==> config.mk <==
export PLATFORM = sky130hd
export DESIGN_NAME = sfp_ctrl
export DESIGN_NICKNAME = d
export VERILOG_FILES = /design/src/common/sfp_pkg.sv /design/src/core/sfp_ctrl.sv /design/src/core/sfp_fifo.sv
export VERILOG_INCLUDE_DIRS = /design/src /design/src/common
export SDC_FILE = /design/constraint.sdc
export NUM_CORES = 1
export LEC_CHECK = 0
export BUFFER_PORTS_ARGS = -buffer_cell sky130_fd_sc_hd__buf_2
export CAP_MARGIN = 20
export CORE_ASPECT_RATIO = 1.25
export CORE_MARGIN = 3
export CORE_UTILIZATION = 45
export DETAILED_ROUTE_END_ITERATION = 10
export PLACE_DENSITY = 0.72
export SYNTH_ARGS = -nofsm -noshare
export SYNTH_HDL_FRONTEND = slang
export SYNTH_SLANG_ARGS = --single-unit
==> constraint.sdc <==
create_clock -name clock_i -period 3.7 [get_ports clock_i]
set_clock_uncertainty 0.2 [all_clocks]
set_input_delay 0.185 -clock clock_i [delete_from_list [all_inputs] [get_ports clock_i]]
set_output_delay 0.185 -clock clock_i [all_outputs]
set_load 0.01 [all_outputs]
==> src/common/sfp_defines.svh <==
// Timing and opcode constants for the flash program and power controller
`ifndef SFP_DEFINES_SVH
`define SFP_DEFINES_SVH
`define SFP_CLK_MHZ 20
`define SFP_PROG_TIME_US 650
`define SFP_PROG_CYCLES (`SFP_PROG_TIME_US * `SFP_CLK_MHZ)
`define SFP_SLEEP_ENTRY_US 20
`define SFP_SLEEP_CYCLES (`SFP_SLEEP_ENTRY_US * `SFP_CLK_MHZ)
`define SFP_WAKE_DELAY_US 20
`define SFP_WAKE_CYCLES (`SFP_WAKE_DELAY_US * `SFP_CLK_MHZ)
`define SFP_OP_WRITE_LATCH_SET 8'h06
`define SFP_OP_PAGE_PROGRAM 8'h02
`define SFP_OP_DEEP_SLEEP 8'hb9
`define SFP_OP_WAKE 8'hab
`define SFP_PAGE_BYTES 32
`define SFP_FIFO_DEPTH 32
`endif

==> src/common/sfp_pkg.sv <==
// Types shared by the flash program and power controller
`default_nettype none
package sfp_pkg;
    typedef struct packed {
        logic [23:0] addr;
        logic [7:0] data;
    } sfp_wr_s;
    typedef enum logic [3:0] {
        PW_STANDBY = 4'b0001,
        PW_ENTERING = 4'b0010,
        PW_SLEEP = 4'b0100,
        PW_WAKING = 4'b1000
    } sfp_pwr_e;
    typedef enum logic [4:0] {
        SH_OPCODE = 5'b00001,
        SH_ADDR = 5'b00010,
        SH_DATA = 5'b00100,
        SH_DONE = 5'b01000,
        SH_IGNORE = 5'b10000
    } sfp_shift_e;
endpackage
`default_nettype wire

==> src/core/sfp_ctrl.sv <==
// Serial flash instruction handler: page program, deep sleep and wake
`include "sfp_defines.svh"
`default_nettype none
// Functional notes
// - Page program runs only while the write enable latch is set.
// - Bytes go sequentially from the start address, wrapping in 32-byte page.
// - Deselect must follow a whole data byte, else program is rejected.
// - Deselect starts program; busy flag high during, latch cleared after.
// - Program cycle lasts at most 650 microseconds.
// - Asleep, every instruction except wake is ignored.
// - Sleep is entered only after the entry delay from deselect.
// - Sleep entry delay does not exceed 20 microseconds.
// - Wake runs only if deselect follows exactly the eighth opcode bit.
// - Wake in standby stays in standby; during the entry delay the code starts the wake delay instead, and while waking it keeps waking.
// - Wake from sleep reaches standby after the wake delay.
// - Wake is not executed while a program cycle runs.
// - After reset: standby, write enable latch clear.
module sfp_ctrl #(
    parameter int PROG_CYCLES = `SFP_PROG_CYCLES,
    parameter int SLEEP_CYCLES = `SFP_SLEEP_CYCLES,
    parameter int WAKE_CYCLES = `SFP_WAKE_CYCLES,
    parameter int FIFO_DEPTH = `SFP_FIFO_DEPTH
) (
    input wire logic clock_i,
    input wire logic rst_i,
    input wire logic cs_n_i,
    input wire logic sclk_i,
    input wire logic si_i,
    output logic write_enable_latch_o,
    output logic write_in_progress_flag_o,
    output logic deep_sleep_o,
    output logic standby_o,
    output logic wr_valid_o,
    input wire logic wr_ready_i,
    output sfp_pkg::sfp_wr_s wr_o
);
    import sfp_pkg::*;
    localparam int CW = $clog2(PROG_CYCLES + 1);
    // Two-stage synchronisers on the serial pins
    logic [1:0] cs_sy, ck_sy, si_sy;
    logic cs_q, ck_q;
    logic [7:0] shreg, next_shreg;
    logic [2:0] bitcnt, next_bitcnt;
    logic [1:0] addrcnt, next_addrcnt;
    logic [23:0] addr, next_addr;
    logic [7:0] opcode, next_opcode;
    sfp_shift_e sh, next_sh;
    logic got_data, next_got_data;
    logic byte_ok, next_byte_ok;
    logic write_enable_latch, next_wel;
    logic write_in_progress_flag, next_wip;
    sfp_pwr_e pw, next_pw;
    logic [CW-1:0] tmr, next_tmr;
    logic sclk_rise, cs_fall, cs_rise, byte_done;
    logic f_valid, f_ready, o_valid, flush;
    sfp_wr_s f_data, o_data;
    always_ff @(posedge clock_i or posedge rst_i) begin
        if (rst_i) begin
            cs_sy <= 2'h3;
            ck_sy <= 2'h0;
            si_sy <= 2'h0;
            cs_q <= 1'b1;
            ck_q <= 1'b0;
        end else begin
            cs_sy <= {cs_sy[0], cs_n_i};
            ck_sy <= {ck_sy[0], sclk_i};
            si_sy <= {si_sy[0], si_i};
            cs_q <= cs_sy[1];
            ck_q <= ck_sy[1];
        end
    end
    assign sclk_rise = ck_sy[1] && !ck_q && !cs_sy[1];
    assign cs_fall = !cs_sy[1] && cs_q;
    assign cs_rise = cs_sy[1] && !cs_q;
    assign byte_done = sclk_rise && (bitcnt == 3'h7);
    // Shifter and decoder; data bytes are pushed into the FIFO as they complete
    always_comb begin
        next_shreg = shreg;
        next_bitcnt = bitcnt;
        next_addrcnt = addrcnt;
        next_addr = addr;
        next_opcode = opcode;
        next_sh = sh;
        next_got_data = got_data;
        next_byte_ok = byte_ok;
        f_valid = 1'b0;
        f_data = '{addr: addr, data: {shreg[6:0], si_sy[1]}};
        if (cs_fall) begin
            next_sh = SH_OPCODE;
            next_bitcnt = 3'h0;
            next_addrcnt = 2'h0;
            next_got_data = 1'b0;
            next_byte_ok = 1'b1;
        end else if (sclk_rise) begin
            next_shreg = {shreg[6:0], si_sy[1]};
            next_bitcnt = bitcnt + 3'h1;
            next_byte_ok = byte_done;
            if (byte_done) begin
                case (sh)
                    SH_OPCODE: begin
                        next_opcode = next_shreg;
                        // Entering, asleep or waking: anything but wake is dropped
                        if (pw != PW_STANDBY && next_shreg != `SFP_OP_WAKE)
                            next_sh = SH_IGNORE;
                        else if (next_shreg == `SFP_OP_PAGE_PROGRAM
                                 && write_enable_latch && !write_in_progress_flag)
                            next_sh = SH_ADDR;
                        else
                            next_sh = SH_DONE;
                    end
                    SH_ADDR: begin
                        next_addr = {addr[15:0], next_shreg};
                        next_addrcnt = addrcnt + 2'h1;
                        if (addrcnt == 2'h2)
                            next_sh = SH_DATA;
                    end
                    SH_DATA: begin
                        // Bytes beyond a full page are dropped, not stalled
                        f_valid = f_ready;
                        next_got_data = 1'b1;
                        // Offset wraps inside the page
                        next_addr = {addr[23:5], addr[4:0] + 5'h01};
                    end
                    SH_DONE: next_sh = SH_IGNORE;
                    default: next_sh = SH_IGNORE;
                endcase
            end
        end
    end
    assign flush = cs_rise && sh == SH_DATA && !(got_data && byte_ok);
    // Power state, program cycle and write enable latch
    always_comb begin
        next_wel = write_enable_latch;
        next_wip = write_in_progress_flag;
        next_pw = pw;
        next_tmr = tmr;
        if (write_in_progress_flag) begin
            if (tmr == CW'(1)) begin
                next_wip = 1'b0;
                next_wel = 1'b0;
            end else begin
                next_tmr = tmr - CW'(1);
            end
        end
        case (pw)
            PW_ENTERING, PW_WAKING: begin
                if (tmr == CW'(1))
                    next_pw = (pw == PW_ENTERING) ? PW_SLEEP : PW_STANDBY;
                else
                    next_tmr = tmr - CW'(1);
            end
            default: ;
        endcase
        if (cs_rise && byte_ok) begin
            if (sh == SH_DATA && got_data) begin
                next_wip = 1'b1;
                next_tmr = CW'(PROG_CYCLES);
            end else if (sh == SH_DONE && !write_in_progress_flag) begin
                case (opcode)
                    `SFP_OP_WRITE_LATCH_SET:
                        if (pw == PW_STANDBY) next_wel = 1'b1;
                    `SFP_OP_DEEP_SLEEP:
                        if (pw == PW_STANDBY) begin
                            next_pw = PW_ENTERING;
                            next_tmr = CW'(SLEEP_CYCLES);
                        end
                    `SFP_OP_WAKE:
                        if (pw == PW_SLEEP || pw == PW_ENTERING) begin
                            next_pw = PW_WAKING;
                            next_tmr = CW'(WAKE_CYCLES);
                        end else if (pw == PW_WAKING) begin
                            next_pw = PW_WAKING;
                        end else begin
                            next_pw = PW_STANDBY;
                        end
                    default: ;
                endcase
            end
        end
    end
    // Wake during a program cycle is refused by the !wip guard above
    always_ff @(posedge clock_i or posedge rst_i) begin
        if (rst_i) begin
            shreg <= 8'h00;
            bitcnt <= 3'h0;
            addrcnt <= 2'h0;
            addr <= 24'h000000;
            opcode <= 8'h00;
            sh <= SH_IGNORE;
            got_data <= 1'b0;
            byte_ok <= 1'b0;
            write_enable_latch <= 1'b0;
            write_in_progress_flag <= 1'b0;
            pw <= PW_STANDBY;
            tmr <= '0;
        end else begin
            shreg <= next_shreg;
            bitcnt <= next_bitcnt;
            addrcnt <= next_addrcnt;
            addr <= next_addr;
            opcode <= next_opcode;
            sh <= next_sh;
            got_data <= next_got_data;
            byte_ok <= next_byte_ok;
            write_enable_latch <= next_wel;
            write_in_progress_flag <= next_wip;
            pw <= next_pw;
            tmr <= next_tmr;
        end
    end
    // Bytes are held until the frame is accepted; a rejected frame is
    // flushed, and array writes are released only once programming starts.
    sfp_fifo #(.WIDTH($bits(sfp_wr_s)), .DEPTH(FIFO_DEPTH)) u_fifo (
        .clock_i(clock_i),
        .rst_i(rst_i),
        .flush_i(flush),
        .in_valid_i(f_valid),
        .in_ready_o(f_ready),
        .in_data_i(f_data),
        .out_valid_o(o_valid),
        .out_ready_i(write_in_progress_flag && (!wr_valid_o || wr_ready_i)),
        .out_data_o(o_data)
    );
    logic next_wr_valid;
    sfp_wr_s next_wr;
    always_comb begin
        next_wr_valid = wr_valid_o;
        next_wr = wr_o;
        if (wr_valid_o && wr_ready_i)
            next_wr_valid = 1'b0;
        if (write_in_progress_flag && o_valid && (!wr_valid_o || wr_ready_i)) begin
            next_wr_valid = 1'b1;
            next_wr = o_data;
        end
    end
    always_ff @(posedge clock_i or posedge rst_i) begin
        if (rst_i) begin
            wr_valid_o <= 1'b0;
            wr_o <= '0;
            write_enable_latch_o <= 1'b0;
            write_in_progress_flag_o <= 1'b0;
            deep_sleep_o <= 1'b0;
            standby_o <= 1'b1;
        end else begin
            wr_valid_o <= next_wr_valid;
            wr_o <= next_wr;
            write_enable_latch_o <= next_wel;
            write_in_progress_flag_o <= next_wip;
            deep_sleep_o <= (next_pw == PW_SLEEP);
            standby_o <= (next_pw == PW_STANDBY);
        end
    end
endmodule // sfp_ctrl
`default_nettype wire

==> src/core/sfp_fifo.sv <==
// Parameterised flop-based FIFO with valid/ready on both sides
`default_nettype none
module sfp_fifo #(
    parameter int WIDTH = 32,
    parameter int DEPTH = 32
) (
    input wire logic clock_i,
    input wire logic rst_i,
    input wire logic flush_i,
    input wire logic in_valid_i,
    output logic in_ready_o,
    input wire logic [WIDTH-1:0] in_data_i,
    output logic out_valid_o,
    input wire logic out_ready_i,
    output logic [WIDTH-1:0] out_data_o
);
    localparam int AW = $clog2(DEPTH);
    logic [WIDTH-1:0] mem [DEPTH];
    logic [AW-1:0] wr_ptr, rd_ptr, next_wr_ptr, next_rd_ptr;
    logic [AW:0] count, next_count;
    logic push, pop;
    assign in_ready_o = (count != (AW+1)'(DEPTH));
    assign out_valid_o = (count != '0);
    assign out_data_o = mem[rd_ptr];
    always_comb begin
        push = in_valid_i && in_ready_o;
        pop = out_valid_o && out_ready_i;
        next_wr_ptr = push ? wr_ptr + AW'(1) : wr_ptr;
        next_rd_ptr = pop ? rd_ptr + AW'(1) : rd_ptr;
        next_count = count + (AW+1)'(push) - (AW+1)'(pop);
        if (flush_i) begin
            next_wr_ptr = '0;
            next_rd_ptr = '0;
            next_count = '0;
        end
    end
    always_ff @(posedge clock_i or posedge rst_i) begin
        if (rst_i) begin
            wr_ptr <= '0;
            rd_ptr <= '0;
            count <= '0;
        end else begin
            wr_ptr <= next_wr_ptr;
            rd_ptr <= next_rd_ptr;
            count <= next_count;
        end
    end
    always_ff @(posedge clock_i) begin
        if (push) begin
            mem[wr_ptr] <= in_data_i;
        end
    end
endmodule // sfp_fifo
`default_nettype wire

==> results.cfg, run 1 <==
[sta]
slew_headroom = 0.3192
setup_ws_ps = 621.2
max_freq_ghz = 0.3248
fin_crit_sh = 0.8321
worst_slew_pin_slew_ps = 1021
finalHoldViolations = 0
fin_crit_ps = 3079
finalSetupViolCount = 0
rsz0062_at_grt = false
finalSetupTns_ps = 0
drv_slew = 0

[power]
clockPowerShare = 0.433
leakagePower_nw = 15.04
p_switching_w = 0.005009
intPower_w = 0.02073
ir_worst_vdd_v = 0.0003754
fin_total_pwr_w = 0.02574
p_sw_frac = 0.1946
powerDensity_nw_per_um2 = 498.7
comb_power_share = 0.013
seqPwrFrac = 0.554

[cells_and_area]
final_nets = 2442
layout_commonest_cell = edfxtp_1
n_antenna_cell = 0
final_area_um2 = 51620
area.growth.synth_to_final_pct = 15.03
final_cell_mix = edfxtp_1 (1,024), mux4_2 (256), dfrtp_1 (120)
post-route-util = 0.5258
layout-drive-gt1-share = 0.2831

[place]
port_buffers = 42
placed_cell_area_um2 = 47740
hpwl_mm = 59.66
place_ws_ps = 666.8
gp_congestion = 0.8029

[clocking]
tritoncts = yes
cts_htree_levels = 3
cts_inserted_buffers = 105
clockBufferDepth = 3
clock_latency_ps = 670
clkSinkCount = 1154
cts_root_buffer = clkbuf_16
clk_pin_slew_worst_paths_ps = 70
cts_setup_buffers = 0

[floorplanning]
fp-row-count = 128
initial_core_util = 0.4571
die_h_um = 359.1
core_um2 = 98170
dieWidth_um = 288.4
ios = 43
dieArea_um2 = 103600

[route]
wl_mm = 103.7
drt_iter0_markers = 2560
first_pass_iters = 5
drtAntennaViolNets = 0
wl_per_cell_um = 27.25
vias = 22620
vias_per_cell = 5.945
drc_errors = 0

[global_route]
grt_pass1_wl_mm = 154.5
antenna_found_initial = 0
grt_max_degree = 91
overflow = 0
grt_usage = 0.2014
grt_pass1_vias = 23420

[critical_path]
slowest_delay_ps = 430
cp_cell_sequence = inv_1, ha_1, nor3b_1, a21bo_2, a21oi_4, ha_1, inv_1, ha_1, inv_1, fa_1, inv_1, a21oi_1, nor2_1, nor2_1, xor2_1, nor2_1
crit_top_cell = inv_1
worstPathArrival_ps = 3410
path_buf_inv = 4
critPathKind = register to register
cpMaxStageDelayCell = fa_1
cp_top_family = adder cells
endpoint_kind = register
crit_fanout = 4
cp.required_ps = 4040
start_kind = register

[synth]
ys_warn_count = 0
yosysSeqAreaShare = 0.7579
synth_flop_cell = edfxtp_1
synth_cell_types = 65
synth_area_leaders = edfxtp_1 (69%), mux4_2 (13%), dfrtp_1 (6.9%)
synth-async-reset-ratio = 0.1127
yosys.area.top_type = edfxtp_1
syn_avg_cell_area_um2 = 20.05
synth_top_area_frac = 0.6853
syn_area_um2 = 44870
syn_nets = 2265
ys_seq_elements = 1154
syn-instance-count = 2238
synth-edff-count = 1024

[run_status]
status = completed

[min_path]
hold_path.class = primary input to register

[job]
drv_cap = 0
-- cells in the mapped netlist, types with 4 or more instances --
cell      number
o22ai_1       35
xnor2_1       12
o21ai_0       13
nand3b_1       6
edfxtp_1    1024
clkbuf_1      73
and3_1         4
a211oi_1      66
dfrtp_1      124
nand2_1       79
nor2b_1       68
mux2_2        48
xor2_1        14
inv_1         21
buf_2         31
buf_1         11
nor3b_1        5
nand2b_1       6
nor3_1        40
mux2i_1       34
nor2_1       106
mux4_2       256
nand4_1        5
ha_1          20
nand3_1       15
dfstp_2        6
a21oi_1       51
nor4_1         5
-- worst min-delay path: cells and delay by family --
kind	cells	cell delay, ps
compound gates	1	80
buf+inv	2	660
-- flip-flops by register name, indices dropped and copies added, names as in the netlist, 3 cells and up --
name,cells
wr_o,32
opcode,8
tmr,14
sh,5
shreg,7
u_fifo.count,6
u_fifo.rd_ptr,5
pw,4
u_fifo.mem,1024
u_fifo.wr_ptr,5
bitcnt,3
addr,24
-- path summary, 6_finish.rpt --
| path | slack [ps] | from | cells after the start | end |
|---|---|---|---|---|
| max in group asynchronous | 1830 | rst_i | 5 | u_fifo.rd_ptr[0] |
| worst max-delay path | 620 | u_fifo.count[2] | 16 | u_fifo.count[4] |
| worst min register to register | 150 | si_sy[0] | 0 | si_sy[1] |
| worst min-delay path | 100 | wr_ready_i | 3 | wr_valid_o |
| min in group asynchronous | 500 | rst_i | 4 | u_fifo.count[5] |
| worst max register to register | 620 | u_fifo.count[2] | 16 | u_fifo.count[4] |
-- cell type report --
| type | count | area [um^2] |
|---|---|---|
| inverters | 21 | 82.58 |
| repair buffers | 187 | 1759 |
| clock buffers | 131 | 2796 |
| fillers | 7396 | 46560 |
| multi-input cells | 946 | 10560 |
| flip-flops and latches | 1154 | 34030 |
| clock inverters | 65 | 763.2 |
| well taps | 1300 | 1627 |
-- per-layer routing --
layer	share of wire	track usage	wire [um]
met4	0.032	0.06539	3302
met1	0.38	0.2707	39330
met3	0.075	0.03418	7784
met5	0	0	0
met2	0.51	0.3363	53240
-- power groups by stage --
stage	clock network [W]	logic [W]	registers, W
final	0.0111	0.000334	0.0143
after global routing	0.0118	0.000371	0.0143
after CTS	0.0113	0.000344	0.0143
after detailed placement	0	0.000337	0.0145
after global placement	0	0.000317	0.0145
after floorplan	0	0.0000568	0.0146
-- metrics by stage --
step | hold slack, ps | cells
6_report | 100.6 | 3804
5_1_grt | 119.3 | 3804
4_1_cts | 78.03 | 3795
3_5_place_dp | 77.81 | 3590
3_3_place_gp | 71.60 | 3589
2_1_floorplan | -10.52 | 2238
-- what timing repair did --
action,4_1_cts,5_1_grt
endpoints found under the hold margin,128,0
resized for setup,0,0
hold buffers,9,0
setup endpoints to repair,0,0
-- logic make-up after synthesis --
family,count (synthesis),synth area share
buffers and inverters,138,0.01258
AO/OA/AOI/OAI,195,0.02864
adder cells (fa/ha/maj),21,0.006023
flip-flops,1154,0.7579
XOR/XNOR,26,0.005075
AND/OR/NAND/NOR,366,0.04163
multiplexers,338,0.1481
No activity file was read; power rests on OpenSTA's default activity.
==> run 2, diff against run 1 <==
--- a/config.mk
+++ b/config.mk
@@ -12,7 +12,7 @@
 export CORE_MARGIN = 3
 export CORE_UTILIZATION = 45
 export DETAILED_ROUTE_END_ITERATION = 10
-export PLACE_DENSITY = 0.72
+export PLACE_DENSITY = 0.7
 export SYNTH_ARGS = -nofsm -noshare
 export SYNTH_HDL_FRONTEND = slang
 export SYNTH_SLANG_ARGS = --single-unit
==> constraint.sdc (replaced) <==
create_clock -name clock_i -period 3.05 [get_ports clock_i]
set_clock_uncertainty 0.2 [all_clocks]
set_input_delay 0.1525 -clock clock_i [delete_from_list [all_inputs] [get_ports clock_i]]
set_output_delay 0.1525 -clock clock_i [all_outputs]
set_load 0.01 [all_outputs]
==> results.cfg, run 2 (same netlist as run 1, synthesis figures left out) <==
[run_status]
status = completed

[route]
vias_per_cell = 5.951
vias = 22690
drc_errors = 0
drt_iter0_markers = 2189
wl_mm = 103.7
first_pass_iters = 6
wl_per_cell_um = 27.20
drtAntennaViolNets = 0

[floorplanning]
ios = 43
initial_core_util = 0.4571
fp-row-count = 128
dieArea_um2 = 103600
die_h_um = 359.1
core_um2 = 98170
dieWidth_um = 288.4

[clocking]
clk_pin_slew_worst_paths_ps = 60
cts_htree_levels = 3
cts_root_buffer = clkbuf_16
cts_setup_buffers = 0
cts_inserted_buffers = 105
clkSinkCount = 1154
clock_latency_ps = 660
clockBufferDepth = 3
tritoncts = yes

[power]
ir_worst_vdd_v = 0.0006093
leakagePower_nw = 15.10
powerDensity_nw_per_um2 = 592.5
fin_total_pwr_w = 0.03072

[sta]
max_freq_ghz = 0.3496
rsz0062_at_grt = false
finalSetupViolCount = 0
worst_slew_pin_slew_ps = 1023
fin_crit_sh = 0.9378
drv_slew = 0
fin_crit_ps = 2860
finalHoldViolations = 0
slew_headroom = 0.3183

[global_route]
grt_pass1_wl_mm = 155.1
grt_usage = 0.2023
antenna_found_initial = 1
grt_pass1_vias = 23910
overflow = 0
grt_max_degree = 98

[place]
gp_congestion = 0.8060
dp_cells = 3602
hpwl_mm = 60.32
port_buffers = 42

[critical_path]
crit_fanout = 40
worstPathArrival_ps = 3190
slowest_delay_ps = 530
crit_top_cell = buf_4
start_kind = register
cp.required_ps = 3380
endpoint_kind = register
critPathKind = register to register
cp_cell_sequence = inv_1, ha_1, nor3b_2, a21bo_2, a21oi_4, buf_4, nand3_2, buf_4, a211oi_1, nor3_1
cpMaxStageDelayCell = buf_4

[cells_and_area]
area.growth.synth_to_final_pct = 15.56
layoutNonFillerInstCount = 3813
regMostFlops = u_fifo.mem
final_cell_mix = edfxtp_1 (1,024), mux4_2 (256), dfrtp_1 (120)
layout-drive-gt1-share = 0.2841
largest_reg_flops = 1024
reg.largest.list = u_fifo.mem x1024, wr_o x32, addr x24
final_nets = 2452
n_antenna_cell = 0
post-route-util = 0.5282
layout_commonest_cell = edfxtp_1

[job]
drv_cap = 0

[min_path]
hold_path.class = primary input to asynchronous set/reset pin
[run 2: final timing paths]
kind	start	end	slack [ps]	cells after the start
setup / recovery	u_fifo.count[3]	wr_o[28]	190	10
hold / removal	rst_i	got_data	50	3
setup reg to reg	u_fifo.count[3]	wr_o[28]	190	10
hold reg to reg	cs_sy[0]	cs_sy[1]	170	0
max in group asynchronous	rst_i	addr[6]	1780	4
min in group clock_i	wr_ready_i	wr_valid_o	100	3
[run 2: per-stage QoR]
stage | setup TNS [ps] | area (um^2) | setup slack (ps) | hold slack [ps]
finish | 0 | 51850 | 189.7 | 53.27
global route | 0 | 51850 | 8.255 | 72.96
CTS | 0 | 51650 | 113.3 | 31.43
detailed placement | 0 | 48180 | 121.1 | 62.32
global placement | 0 | 48180 | 131.7 | 57.96
floorplan | -686590 | 44880 | -703.1 | -43.02
[run 2: final cells by class]
class	count	area (um^2)
clock buffers	138	2854
clock inverters	57	540.5
fillers	7384	46320
inverters	21	82.58
multi-input cells	946	10570
flip-flops and latches	1154	34030
well taps	1300	1627
repair buffers	197	2155
[run 2: timing repair]
item                                    4_1_cts  5_1_grt
gates resized for setup                       0        2
endpoints found under the hold margin        31        0
hold buffers                                  8        0
endpoints found under the setup margin        0        2
[run 2: metal layers]
layer / track usage / wire, um / vias to the layer above
li1: - / - / 9486
met1: 0.2645 / 39680 / 12120
met2: 0.3423 / 53720 / 907
met3: 0.02961 / 6747 / 181
met4: 0.07990 / 3581 / 0
met5: 0 / 0 / -
[run 2: worst max-delay path, delay by kind of cell (launching register included)]
family                     cells  cell delay [ps]
buffers and inverters          3              860
AOI/OAI and AO/OA              3              650
and+or+nand+nor                3              410
DFF                            1              360
adders and majority gates      1              170
[run 2: power by group]
part	total (W)	internal, W	switching [W]
clock	0.0130	0.00742	0.00556
sequential	0.0173	0.0173	0.0000267
combinational	0.000442	0.0000800	0.000362
total	0.0307	0.0248	0.00595
==> run 3, diff against run 2 <==
--- a/config.mk
+++ b/config.mk
@@ -12,7 +12,7 @@
 export CORE_MARGIN = 3
 export CORE_UTILIZATION = 45
 export DETAILED_ROUTE_END_ITERATION = 10
-export PLACE_DENSITY = 0.7
+export PLACE_DENSITY_LB_ADDON = 0.3
 export SYNTH_ARGS = -nofsm -noshare
 export SYNTH_HDL_FRONTEND = slang
 export SYNTH_SLANG_ARGS = --single-unit
==> constraint.sdc (replaced) <==
create_clock -name clock_i -period 2.4 [get_ports clock_i]
set_clock_uncertainty 0.2 [all_clocks]
set_input_delay 0.12 -clock clock_i [delete_from_list [all_inputs] [get_ports clock_i]]
set_output_delay 0.12 -clock clock_i [all_outputs]
set_load 0.01 [all_outputs]
==> results.cfg, run 3 (same netlist as run 1, synthesis figures left out) <==
[place]
hpwl_mm = 62.99
place_ws_ps = -480.0
port_buffers = 42
placed_cell_area_um2 = 49510
gp_congestion = 0.8108

[min_path]
holdPathEnd = ck_sy[1]
min_from = ck_sy[0]
hold_path.class = register to register
hold_depth = 0

[critical_path]
slowest_delay_ps = 390
path_buf_inv = 8
crit_top_cell = buf_12
r2r_end = u_fifo.mem[1][28]
rr_startpoint = u_fifo.count[3]
cpMaxStageDelayCell = dfrtp_1
crit_fanout = 6
endpoint_kind = register
ff2ff_setup_slack_ps = -400
cp_top_family = buffers and inverters
worstPathArrival_ps = 2970
rr_worst_depth = 13
cp_cell_sequence = inv_2, ha_4, nor3b_4, buf_4, a211oi_4, buf_6, buf_12, buf_12, nand2_8, buf_12, nor2_4, buf_12, clkbuf_16
cp.required_ps = 2570
critPathKind = register to register
path_depth = 13
start_kind = register

[cells_and_area]
regMostFlops = u_fifo.mem
area.growth.synth_to_final_pct = 31.15
post-route-util = 0.5994
nFillCells = 6619
final_cell_mix = edfxtp_1 (1,024), mux4_2 (256), buf_4 (162)
layout-drive-gt1-share = 0.4131
layout_commonest_cell = edfxtp_1
final_nets = 2804
largest_reg_flops = 1024
final_area_um2 = 58850
reg.largest.list = u_fifo.mem x1024, wr_o x32, addr x24

[run_status]
violations = setup timing
status = finished with violations

[power]
ir_worst_vdd_v = 0.0006655
leakagePower_nw = 18.23
seqPwrFrac = 0.546
p_switching_w = 0.008053
fin_total_pwr_w = 0.04025
intPower_w = 0.03219
clockPowerShare = 0.440
p_sw_frac = 0.2001
powerDensity_nw_per_um2 = 683.9
comb_power_share = 0.014

[sta]
max_freq_ghz = 0.3569
finalHoldViolations = 0
fin_crit_ps = 2802
rsz0062_at_grt = true
finalSetupTns_ps = -246470
slew_headroom = 0.3324
fin_crit_sh = 1.168
setup_ws_ps = -402.3
finalSetupViolCount = 1059
worst_slew_pin_slew_ps = 1001
drv_slew = 0

[clocking]
clk_pin_slew_worst_paths_ps = 60
cts_root_buffer = clkbuf_16
clock_latency_ps = 690
clkSinkCount = 1154
cts_inserted_buffers = 110
cts_htree_levels = 3
clockBufferDepth = 3
tritoncts = yes

[route]
wl_per_cell_um = 33.24
drc_errors = 0
first_pass_iters = 5
vias_per_cell = 6.247
drtAntennaViolNets = 0
wl_mm = 138.7
drt_iter0_markers = 3466
vias = 26070

[job]
drv_cap = 0

[global_route]
overflow = 0
grt_max_degree = 52
grt_pass1_vias = 25780
grt_usage = 0.2443
antenna_found_initial = 5
grt_pass1_wl_mm = 182.3

[floorplanning]
dieWidth_um = 288.4
fp-row-count = 128
dieArea_um2 = 103600
core_um2 = 98170
initial_core_util = 0.4571
die_h_um = 359.1
ios = 43
run 3: worst max-delay path by stage:
| stage | end | start | slack (ps) |
|---|---|---|---|
| after global placement | u_fifo.count[4] | u_fifo.count[2] | -510 |
| final | u_fifo.mem[1][28] | u_fifo.count[3] | -400 |
| after CTS | u_fifo.count[4] | u_fifo.count[2] | -370 |
| after global routing | u_fifo.count[4] | u_fifo.count[2] | -440 |
| after floorplan | u_fifo.mem[28][0] | cs_q | -1210 |
| after detailed placement | u_fifo.count[4] | u_fifo.count[2] | -480 |
run 3: final cells by class:
cell class                      instances  area, um^2  area share
Sequential cell                      1154       34030      0.5782
Multi-Input combinational cell        946       11280      0.1917
Timing Repair Buffer                  544        8143      0.1384
Clock buffer                          140        3039     0.05164
Tap cell                             1300        1627     0.02764
Clock inverter                         66       643.1     0.01093
Inverter                               21       85.08    0.001446
Antenna cell                            2       5.005  0.00008505
run 3: what timing repair did:
item                                   in CTS  in global routing
gates cloned                               62                 47
endpoints found under the hold margin     132                  0
setup endpoints to repair                1081               1086
gates resized for setup                   201                199
pin swaps                                  57                 62
hold buffers                               10                  0
buffers inserted                          120                 62
run 3: worst reg2reg max path: stages, from the launching register on:
cell	delay, ps
dfrtp_1	390
inv_2	70
ha_4	160
nor3b_4	140
buf_4	140
a211oi_4	210
buf_6	160
buf_12	110
buf_12	100
nand2_8	80
buf_12	150
nor2_4	210
buf_12	190
clkbuf_16	200
run 3: stage by stage:
stage	std cells	hold slack, ps
floorplan	2238	-75.52
global placement	3711	25.03
detailed placement	3711	31.64
CTS	4104	150.3
global route	4171	156.5
finish	4173	145.5
run 3: power groups by stage:
stage	sequential (W)	clock, W	combinational [W]
finish	0.0220	0.0177	0.000568
CTS	0.0220	0.0178	0.000565
floorplan	0.0226	0	0.0000903
global route	0.0220	0.0187	0.000616
detailed placement	0.0224	0	0.000556
global placement	0.0224	0	0.000521
run 3: per-layer routing:
layer | global-route usage | routed length [um]
met1 | 0.3381 | 49640
met5 | 0 | 27
met2 | 0.3927 | 65610
met3 | 0.04528 | 16400
met4 | 0.08367 | 7027
